<file path="src/ccm_defines.vh">
`ifndef CCM_DEFINES_VH
`define CCM_DEFINES_VH

// ****************************************
// register offsets on the byte port
// ****************************************
`define CCM_ADDR_MODE      3'h0
`define CCM_ADDR_PWMCFG    3'h1
`define CCM_ADDR_VAL_LO    3'h2
`define CCM_ADDR_VAL_HI    3'h3
`define CCM_ADDR_STATUS    3'h4
`define CCM_ADDR_MASK      3'h5
`define CCM_ADDR_PIN       3'h6

// ****************************************
// channel_mode_reg fields
// ****************************************
`define CCM_MODE_IRQ_EN    0
`define CCM_MODE_PWM_SEL   1
`define CCM_MODE_TOGGLE    2
`define CCM_MODE_MATCH     3
`define CCM_MODE_FALL      4
`define CCM_MODE_RISE      5
`define CCM_MODE_CMP_EN    6
`define CCM_MODE_PWM16     7

// ****************************************
// pwm_config_reg fields
// ****************************************
`define CCM_PWM_RELOAD_SEL 7
`define CCM_PWM_OVF_IEN    5
`define CCM_PWM_CLS_HI     1
`define CCM_PWM_CLS_LO     0

// ****************************************
// status and mask bits
// ****************************************
`define CCM_ST_EVENT       0
`define CCM_ST_OVF         1

// ****************************************
// reset values
// ****************************************
`define CCM_RST_BYTE       8'h00
`define CCM_RST_STATUS     2'h0
`define CCM_RST_MASK       2'h3

`endif

</file>
<file path="src/ccm_pin_sync.v">
// ****************************************
// pin synchroniser and edge detector
// ****************************************
module ccm_pin_sync (
	input  wire mclk,
	input  wire resetn,
	input  wire pin_i,
	output reg  level_r,
	output reg  rise_r,
	output reg  fall_r
);

	reg sync1_r;
	reg sync2_r;
	reg prev_r;

	// two stages before any logic looks at the pin
	always @(posedge mclk) begin
		if (!resetn) begin
			sync1_r <= 1'b0;
			sync2_r <= 1'b0;
			prev_r  <= 1'b0;
			level_r <= 1'b0;
			rise_r  <= 1'b0;
			fall_r  <= 1'b0;
		end else begin
			sync1_r <= pin_i;
			sync2_r <= sync1_r;
			prev_r  <= sync2_r;
			level_r <= sync2_r;
			rise_r  <= sync2_r & ~prev_r;
			fall_r  <= ~sync2_r & prev_r;
		end
	end

endmodule // ccm_pin_sync

</file>
<file path="src/ccm_channel.v">
// What this block does
// - each channel runs one of six modes from its mode and its own config.
// - mode bits 5:4 pick rising, falling or both capture edges.
// - bits 3:1 pick software timer, high-speed output or frequency output.
// - bit1 alone gives 8..11 bit pwm, config bits 1:0 pick length.
// - bits 7 and 1 together give 16 bit pwm.
// - each channel keeps its own short pwm cycle length in its own config register.
// - interrupt raised while event flag, mode bit 0 and mask bit 0 are set.
// - config bit 5 enables the short pwm overflow interrupt.
// - mode bit 6 clear stops the comparator; pwm output stays low.
// - config bit 7 routes value bytes to reload register in 9..11 bit pwm.
// - a match sets the event flag when mode bit 3 is set.
// - a capture copies the whole 16 bit counter into the value register.
// - every capture sets the event flag.
// - the flag stays set until software clears it.
// - pin level stays readable when both edges capture.
`include "ccm_defines.vh"

module ccm_channel (
	input  wire        mclk,
	input  wire        resetn,
	input  wire [2:0]  reg_addr,
	input  wire [7:0]  reg_wdata,
	input  wire        reg_wr,
	input  wire        reg_rd,
	output reg  [7:0]  reg_rdata_r,
	input  wire [15:0] cnt_value,
	input  wire        channel_pin_i,
	output reg         channel_pin_o_r,
	output reg         channel_pin_oe_r,
	output reg         irq_r
);

	// ****************************************
	// registers
	// ****************************************
	reg  [7:0]  channel_mode_reg_r;
	reg  [7:0]  pwm_config_reg_r;
	reg  [7:0]  val_lo_r;
	reg  [7:0]  val_hi_r;
	reg  [7:0]  reload_lo_r;
	reg  [7:0]  reload_hi_r;
	reg  [1:0]  status_r;
	reg  [1:0]  mask_r;
	reg  [15:0] cnt_prev_r;
	reg         pin_state_r;

	wire        pin_level;
	wire        pin_rise;
	wire        pin_fall;

	// ****************************************
	// pin input
	// ****************************************
	// the pin is foreign to mclk; the driver is expected to hold each
	// level for two clocks, shorter glitches can vanish here
	ccm_pin_sync u_sync (
		.mclk    (mclk),
		.resetn  (resetn),
		.pin_i   (channel_pin_i),
		.level_r (pin_level),
		.rise_r  (pin_rise),
		.fall_r  (pin_fall)
	);

	// ****************************************
	// mode decode
	// ****************************************
	wire [7:0] md = channel_mode_reg_r;
	wire       cmp_on = md[`CCM_MODE_CMP_EN];

	// capture: bits 3:1 zero, at least one edge enabled
	wire mode_cap = (md[3:1] == 3'b000) &
		(md[`CCM_MODE_RISE] | md[`CCM_MODE_FALL]);

	// the three match modes share bits 5:4 clear
	wire m54_clr = ~md[`CCM_MODE_RISE] & ~md[`CCM_MODE_FALL];
	wire mode_swt = m54_clr & (md[3:1] == 3'b100);
	wire mode_hso = m54_clr & (md[3:1] == 3'b110);
	wire mode_frq = m54_clr & (md[3:1] == 3'b011);

	// pwm: bit 1 set with bits 5,4,2 clear; bit 7 chooses 16 bit
	wire pwm_any = m54_clr & ~md[`CCM_MODE_TOGGLE] & md[`CCM_MODE_PWM_SEL];
	wire mode_p16 = pwm_any & md[`CCM_MODE_PWM16];
	wire mode_pn = pwm_any & ~md[`CCM_MODE_PWM16];

	// one length field per channel, so each short pwm channel sets its own
	wire [1:0] cls = pwm_config_reg_r[`CCM_PWM_CLS_HI:`CCM_PWM_CLS_LO];

	// ****************************************
	// short pwm length mask
	// ****************************************
	reg [10:0] len_mask;

	// 00 is 8 bits up to 11 is 11 bits
	always @* begin
		case (cls)
			2'b00:   len_mask = 11'h0FF;
			2'b01:   len_mask = 11'h1FF;
			2'b10:   len_mask = 11'h3FF;
			default: len_mask = 11'h7FF;
		endcase
	end

	wire [10:0] cnt_n  = cnt_value[10:0] & len_mask;
	wire [10:0] prev_n = cnt_prev_r[10:0] & len_mask;
	wire [10:0] val_n  = {val_hi_r[2:0], val_lo_r} & len_mask;

	// wrap of the low n bits marks the end of a short pwm cycle
	wire ovf_n = (prev_n == len_mask) & (cnt_n == 11'h000) &
		(cnt_value != cnt_prev_r);

	// 9..11 bit pwm with select set steers byte access to reload
	wire long_n = mode_pn & (cls != 2'b00);
	wire to_reload = long_n & pwm_config_reg_r[`CCM_PWM_RELOAD_SEL];

	// ****************************************
	// comparator
	// ****************************************
	wire [15:0] val16 = {val_hi_r, val_lo_r};
	wire        eq16 = (cnt_value == val16);
	wire        eq8  = (cnt_value[7:0] == val_lo_r);
	wire        eqn  = (cnt_n == val_n);

	// counter changes are the only moments a match may fire, so a
	// stalled counter does not keep flagging the same value
	wire cnt_moved = (cnt_value != cnt_prev_r);

	// frequency output compares the low byte only, short pwm the low
	// n bits, everything else the whole 16 bit value
	reg eq_sel;

	always @* begin
		if (mode_frq) begin
			eq_sel = eq8;
		end else if (mode_pn) begin
			eq_sel = eqn;
		end else begin
			eq_sel = eq16;
		end
	end

	// equality every clock gives a single cycle event
	wire match = cmp_on & cnt_moved & eq_sel &
		(mode_swt | mode_hso | mode_frq | pwm_any);

	// ****************************************
	// capture qualification
	// ****************************************
	wire cap_evt = mode_cap &
		((pin_rise & md[`CCM_MODE_RISE]) |
		 (pin_fall & md[`CCM_MODE_FALL]));

	// ****************************************
	// bus decode
	// ****************************************
	// a strobe hits one register at most; address 7 is not decoded
	wire wr_mode = reg_wr & (reg_addr == `CCM_ADDR_MODE);
	wire wr_pcfg = reg_wr & (reg_addr == `CCM_ADDR_PWMCFG);
	wire wr_lo   = reg_wr & (reg_addr == `CCM_ADDR_VAL_LO);
	wire wr_hi   = reg_wr & (reg_addr == `CCM_ADDR_VAL_HI);
	wire wr_st   = reg_wr & (reg_addr == `CCM_ADDR_STATUS);
	wire wr_mask = reg_wr & (reg_addr == `CCM_ADDR_MASK);

	// ****************************************
	// configuration registers
	// ****************************************
	always @(posedge mclk) begin
		if (!resetn) begin
			channel_mode_reg_r <= `CCM_RST_BYTE;
			pwm_config_reg_r   <= `CCM_RST_BYTE;
			mask_r             <= `CCM_RST_MASK;
		end else begin
			if (wr_mode) begin
				channel_mode_reg_r <= reg_wdata;
			end
			if (wr_pcfg) begin
				pwm_config_reg_r <= reg_wdata;
			end
			if (wr_mask) begin
				mask_r <= reg_wdata[1:0];
			end
		end
	end

	// ****************************************
	// frequency step
	// ****************************************
	// the sum is cut to a byte on purpose: the next toggle point wraps
	// around the low byte just as the low byte of the counter does
	wire [8:0] frq_sum  = {1'b0, val_lo_r} + {1'b0, val_hi_r};
	wire [7:0] frq_next = frq_sum[7:0];

	// ****************************************
	// value and reload registers
	// ****************************************
	// capture outranks a software write in the same cycle, since the
	// captured time cannot be recovered later
	always @(posedge mclk) begin
		if (!resetn) begin
			val_lo_r    <= `CCM_RST_BYTE;
			val_hi_r    <= `CCM_RST_BYTE;
			reload_lo_r <= `CCM_RST_BYTE;
			reload_hi_r <= `CCM_RST_BYTE;
		end else begin
			if (wr_lo & to_reload) begin
				reload_lo_r <= reg_wdata;
			end
			if (wr_hi & to_reload) begin
				reload_hi_r <= reg_wdata;
			end
			if (cap_evt) begin
				val_lo_r <= cnt_value[7:0];
				val_hi_r <= cnt_value[15:8];
			end else if (mode_frq & match) begin
				// next half period: step low byte by high byte
				val_lo_r <= frq_next;
			end else if (mode_pn & ovf_n & ~(cls == 2'b00)) begin
				// new duty takes effect only at a cycle boundary
				val_lo_r <= reload_lo_r;
				val_hi_r <= reload_hi_r;
			end else if (mode_pn & ovf_n) begin
				val_lo_r <= val_hi_r;
			end else begin
				if (wr_lo & ~to_reload) begin
					val_lo_r <= reg_wdata;
				end
				if (wr_hi & ~to_reload) begin
					val_hi_r <= reg_wdata;
				end
			end
		end
	end

	// ****************************************
	// sticky status
	// ****************************************
	wire [1:0] st_set;

	assign st_set[`CCM_ST_EVENT] = cap_evt | (match & md[`CCM_MODE_MATCH]);
	assign st_set[`CCM_ST_OVF]   = mode_pn & ovf_n;

	wire [1:0] st_clr = wr_st ? reg_wdata[1:0] : 2'b00;

	// set wins over a clear that lands in the same cycle; nothing
	// else clears, so servicing the interrupt leaves the flag up
	always @(posedge mclk) begin
		if (!resetn) begin
			status_r <= `CCM_RST_STATUS;
		end else begin
			status_r <= (status_r & ~st_clr) | st_set;
		end
	end

	// ****************************************
	// interrupt
	// ****************************************
	wire [1:0] src_en;

	assign src_en[`CCM_ST_EVENT] = md[`CCM_MODE_IRQ_EN];
	assign src_en[`CCM_ST_OVF]   = pwm_config_reg_r[`CCM_PWM_OVF_IEN];

	// a source reaches the pin only when its own enable and its mask
	// bit are both set; the status bit is kept either way, so software
	// can poll an event it chose not to be interrupted by
	wire irq_nxt = |(status_r & mask_r & src_en);

	always @(posedge mclk) begin
		if (!resetn) begin
			irq_r <= 1'b0;
		end else begin
			irq_r <= irq_nxt;
		end
	end

	// ****************************************
	// pin output
	// ****************************************
	reg  pin_nxt;
	wire n_hi  = (cnt_n >= val_n);
	wire h16   = (cnt_value >= val16);

	// toggling modes keep their level; pwm derives it each clock
	always @* begin
		pin_nxt = channel_pin_o_r;
		if ((mode_hso | mode_frq) & match) begin
			pin_nxt = ~channel_pin_o_r;
		end else if (mode_pn) begin
			pin_nxt = cmp_on & n_hi;
		end else if (mode_p16) begin
			pin_nxt = cmp_on & h16;
		end
	end

	// capture and software timer leave the pin to the outside world;
	// every mode that owns a waveform drives it
	wire oe_nxt = mode_hso | mode_frq | pwm_any;

	always @(posedge mclk) begin
		if (!resetn) begin
			channel_pin_o_r  <= 1'b0;
			channel_pin_oe_r <= 1'b0;
			cnt_prev_r       <= 16'h0000;
			pin_state_r      <= 1'b0;
		end else begin
			channel_pin_o_r  <= pin_nxt;
			channel_pin_oe_r <= oe_nxt;
			cnt_prev_r       <= cnt_value;
			pin_state_r      <= pin_level;
		end
	end

	// ****************************************
	// read port
	// ****************************************
	reg [7:0] rd_nxt;

	// unmapped addresses answer zero; the value bytes follow the same
	// routing as writes, so software reads back what it steered there
	always @* begin
		case (reg_addr)
			`CCM_ADDR_MODE:   rd_nxt = channel_mode_reg_r;
			`CCM_ADDR_PWMCFG: rd_nxt = pwm_config_reg_r;
			`CCM_ADDR_VAL_LO: rd_nxt = to_reload ? reload_lo_r : val_lo_r;
			`CCM_ADDR_VAL_HI: rd_nxt = to_reload ? reload_hi_r : val_hi_r;
			`CCM_ADDR_STATUS: rd_nxt = {6'h00, status_r};
			`CCM_ADDR_MASK:   rd_nxt = {6'h00, mask_r};
			`CCM_ADDR_PIN:    rd_nxt = {7'h00, pin_state_r};
			default:          rd_nxt = 8'h00;
		endcase
	end

	// data stand only in the cycle after the read strobe
	always @(posedge mclk) begin
		if (!resetn) begin
			reg_rdata_r <= 8'h00;
		end else if (reg_rd) begin
			reg_rdata_r <= rd_nxt;
		end else begin
			reg_rdata_r <= 8'h00;
		end
	end

endmodule // ccm_channel

</file>
<file path="config.mk">
export PLATFORM = sky130hd
export DESIGN_NAME = ccm_channel
export DESIGN_NICKNAME = d
export VERILOG_FILES = /design/src/ccm_pin_sync.v /design/src/ccm_channel.v
export VERILOG_INCLUDE_DIRS = /design/src
export SDC_FILE = /design/constraint.sdc
export NUM_CORES = 1
export LEC_CHECK = 0
export BUFFER_PORTS_ARGS = -buffer_cell sky130_fd_sc_hd__buf_2
export CAP_MARGIN = 10
export CORE_ASPECT_RATIO = 1.1
export CORE_MARGIN = 10
export CORE_UTILIZATION = 40
export CTS_CLUSTER_DIAMETER = 120
export DETAILED_ROUTE_END_ITERATION = 16
export SLEW_MARGIN = 10
export SYNTH_ARGS = -nofsm -noshare
export SYNTH_HDL_FRONTEND = slang
export SYNTH_SLANG_ARGS = --single-unit
</file>
<file path="constraint.sdc">
create_clock -name mclk -period 2.6 [get_ports mclk]
set_input_delay 0.26 -clock mclk [delete_from_list [all_inputs] [get_ports mclk]]
set_output_delay 0.26 -clock mclk [all_outputs]
set_load 0.01 [all_outputs]
</file>
==> results.md <==
- The run finished with clean final reports.
- The portion of total power attributed to sequential cells is 45.9%.
- The total routing resource utilization after global routing is 17.4%.
- The synthesized design devotes to its leading area cell type 33.9% of total area.
- The xor-xnor portion of the synthesized cell area is 4.02%.
- The internal power of the cells totals 2.25 mW.
- The maximum level of the CTS H-tree is 3.
- Net switching is 24.1% of the power.
- Global routing finished with a remaining overflow of 0.
- The max-slew violation count is 0.
- The main combinational cell family by area after synthesis is simple AND/OR/NAND/NOR gates.
- In this run the power density over the cells is 510 mW/mm^2.
- The DRC violation total after the first TritonRoute iteration is 316.
- Summing all non-filler instances in the final layout gives an area of 0.00580 sq mm.
- TritonCTS built the clock tree.
- The cell at the root of the clock tree is clkbuf_16.
- The count of buffers added on input and output ports is 42.
- Summing the areas of all compound-gate instances in the mapped netlist gives 14.7% of the synthesized area.
- Per report_power, the clock group accounts for 43.7% of the total.
- For this run, design rule violations remaining after detail routing come to 0.
- The analysis attributes to net switching a power of 0.712 mW.
- The launch point of the worst reg-to-reg path is channel_mode_reg_r[2].
- The pin count of the biggest net entering global routing is 38.
- Of the available clock period, the critical path in the final layout requires 93.5%.
- The total placed cells including tap cells is 763.
- The register-to-register setup slack is 0.17 ns.
- Of all cell types, the one taking the most synthesized area is dfxtp_1.
- Compared with the post-synthesis result, the final layout area differs by 15.7%.
- Max-cap violations in this run came to 0.
- STA puts the critical path data required time at 2.81 ns.
- The synthesized netlist occupies a cell area of 0.00501 sq mm.
- The worst pin sits at a relative slew slack of 36.6%.
- The adder-cell share of the synthesized area is 6.89%.
- The first global-routing pass estimated 23900 um of wire.
- The number of synthesis warnings is 0.
- The worst hold path belongs to the class in -> reg.
- The synthesized design contains 85 register bits.
- In the post-route analysis, the smallest setup slack over all paths is 0.170 ns.
- The count of cells in the finished layout, fillers not included, comes to 783.
- The routability congestion estimate is 0.922.
- The placed instances occupy a cell area of 0.00547 sq mm.
- At the placement stage, the worst setup path has a slack of 0.00922 ns.
- The end point of the worst hold path is u_sync.sync1_r.
- In this run the remaining antenna-violating nets after routing total 0.
- The largest fanout on the critical path is 16.
- The post-detailed-routing wire length is 15100 um.
- The startpoint class of the critical path is a register.
- The analysis attributes to cell leakage a power of 2.36 nW.
- The via count of the first global-routing pass came to 4437.
- The startpoint of the most critical hold path is channel_pin_i.
- The commonest cells after synthesis are dfxtp_1, nand2_1, mux2i_1, a21oi_1, nor2_1.
- In this run the critical register-to-register path is captured at reload_hi_r[2].
- The dominant cell by count in the synthesized netlist is dfxtp_1.
- The post-synthesis async set-or-reset flop share is 0%.
- Combinational cells account for 10.3% of the total power.
- At the end of the flow, the number of nets in the layout was 684.
- The detailed-route vias per instance is 5.64.
- The proportion of synthesized area in mux cells is 13.1%.
- The worst hold path was traced through 2 stages.
- The initial utilization of the core area, before any placement, comes to 41.3%.
- Measured in cells, the most critical reg-to-reg path has a length of 6.
- The final hold slack is 0.131 ns.
- The total die area is 0.0174 sq mm.
- After legalization and detailed placement, the total HPWL measured 11400 um.
- A synthesized cell averages 8.69 sq um.
- The capturing element type of the critical path is a register.
- The clock sink count is 85.
- During I/O placement, the number of pins put on the boundary was 43.
- The clock latency on the worst-skew pair is 0.34 ns.
- The portion of the post-synthesis area used by sequential elements is 33.9%.
- Counting every instance in the synthesized netlist gives 577.
- The antenna diode instance count is 0.
- The utilization after layout is 47.8%.
- The kind of critical path is reg -> reg.
- Row generation in the floorplan step produced 42 rows.
- After synthesis, the netlist uses 63 different library cells.
- Derived from the worst setup path, the maximum achievable clock frequency is 411 MHz.
- In this run the vertical extent of the chip is 137 um.
- The routed layout has 4419 vias.
- Yosys mapped a number of flops with a built-in enable equal to 0.
- Setup repair after global routing left no endpoint under its margin.
- The most used flip-flop cell after synthesis is dfxtp_1.
- The time the final worst path needs with I/O delays and setup is 2.43 ns.
- The setup total negative slack is 0 ns.
- The initial antenna violation count is 0.
- Sorting the synthesized cells by area gives the leading types as dfxtp_1, mux2i_1, ha_1, nand2_1, a21oi_1.
- The final-report hold violation count is 0.
- The number of buffers added to fix hold violations after cts is 0.
- Setup violations remaining at the end of the flow were counted as 0.
- After clock tree synthesis, the clock-pin slew on the worst setup and hold paths is 0.06 ns.
- For the pin with the worst max-slew slack, the measured transition is 0.942 ns.
- The critical path data arrival time is 2.64 ns.
- The largest voltage drop on the vdd net is 0.000413 V.
- The fraction of final layout cells sized beyond drive strength 1 is 15.3%.
- The average wire length per cell after detail routing is 19.2 um.
- The floorplan step defined a core boundary enclosing 0.0121 sq mm.
- The number of nets in the synthesized netlist is 636.
- The final worst clock skew is 0.00671 ns.
- Measured along the x axis, the die boundary spans 127 um.
- The first TritonRoute pass finished after 5 iterations.
- The number of buffers on the longest clock path is 2.
- The basic-gate share of the synthesized area counting and, or, nand and nor cells is 22.8%.
- The total design power is 2.96 mW.
- The total CTS buffers is 9.
-- registers in the layout (all words and copies together), names as in the netlist, 8 cells and up --
| register | flops |
|---|---|
| channel_mode_reg_r | 8 |
| val_hi_r | 8 |
| reload_hi_r | 8 |
| reload_lo_r | 8 |
| pwm_config_reg_r | 8 |
| reg_rdata_r | 8 |
| val_lo_r | 8 |
| cnt_prev_r | 16 |
-- cells in the final DEF, fill, tap and decap left out, types with 15 or more instances in the layout --
master / instances
dfxtp_1: 85
nand2_1: 71
mux2i_1: 59
a21oi_1: 44
buf_2: 42
nor2_1: 38
ha_1: 26
inv_1: 23
buf_4: 23
and2_1: 21
xor2_1: 18
o21ai_0: 17
nor2b_1: 15
-- kinds of logic (layout without fill, tap and decap cells) --
family	count (synthesis)	after routing
and+or+nand+nor	210	210
adders and majority gates	27	27
DFF	85	85
buffers and inverters	54	106
xor gates and xnor gates	23	23
AOI/OAI and AO/OA	115	115
muxes	63	63
-- power by group through the flow --
stage / Sequential [mW] / Clock (mW) / Combinational [mW]
2_1_floorplan: 1.38 / 0 / 0.185
3_3_place_gp: 1.39 / 0 / 0.297
3_5_place_dp: 1.39 / 0 / 0.303
4_1_cts: 1.36 / 1.32 / 0.305
5_1_grt: 1.36 / 1.38 / 0.338
6_report: 1.36 / 1.29 / 0.306
-- how the worst max path moves through the flow --
stage / cells past startpoint / startpoint / end
4_1_cts: 7 / channel_mode_reg_r[2] / val_hi_r[4]
5_1_grt: 9 / val_lo_r[1] / channel_pin_o_r
6_report: 6 / channel_mode_reg_r[2] / reload_hi_r[2]
3_3_place_gp: 8 / cnt_value[2] / val_hi_r[7]
2_1_floorplan: 12 / pwm_config_reg_r[0] / channel_pin_o_r
3_5_place_dp: 8 / cnt_value[2] / val_hi_r[0]
-- critical path: stages (launching register included) --
cell and delay (ns):
dfxtp_1 0.31, or4b_4 0.61, nor4b_4 0.28, buf_4 0.35, nand4_2 0.40, mux2i_1 0.28, nor2_1 0.05
-- layout make-up --
cell class | instances | area, sq um
Fill cell | 1169 | 6340
Multi-Input combinational cell | 438 | 3100
Sequential cell | 85 | 1700
Timing Repair Buffer | 67 | 423
Clock buffer | 14 | 264
Tap cell | 154 | 193
Inverter | 24 | 90.1
Clock inverter | 1 | 30.0
-- timing repair --
action | 4_1_cts | 5_1_grt
resized for setup | 0 | 2
buffers inserted | 0 | 5
endpoints found under the setup margin | 0 | 11
-- routing by layer --
| layer | up-vias | part of all wire [%] | track usage [%] | wire length [um] |
|---|---|---|---|---|
| met3 | 24 | 4.3 | 3.46 | 643 |
| met2 | 101 | 49 | 29.2 | 7370 |
| li1 | 2152 | - | - | - |
| met1 | 2142 | 45 | 21.4 | 6750 |
| met4 | 0 | 2.0 | 6.46 | 297 |
| met5 | - | 0 | 0 | 0 |
No activity file was read; power rests on OpenSTA's default activity.
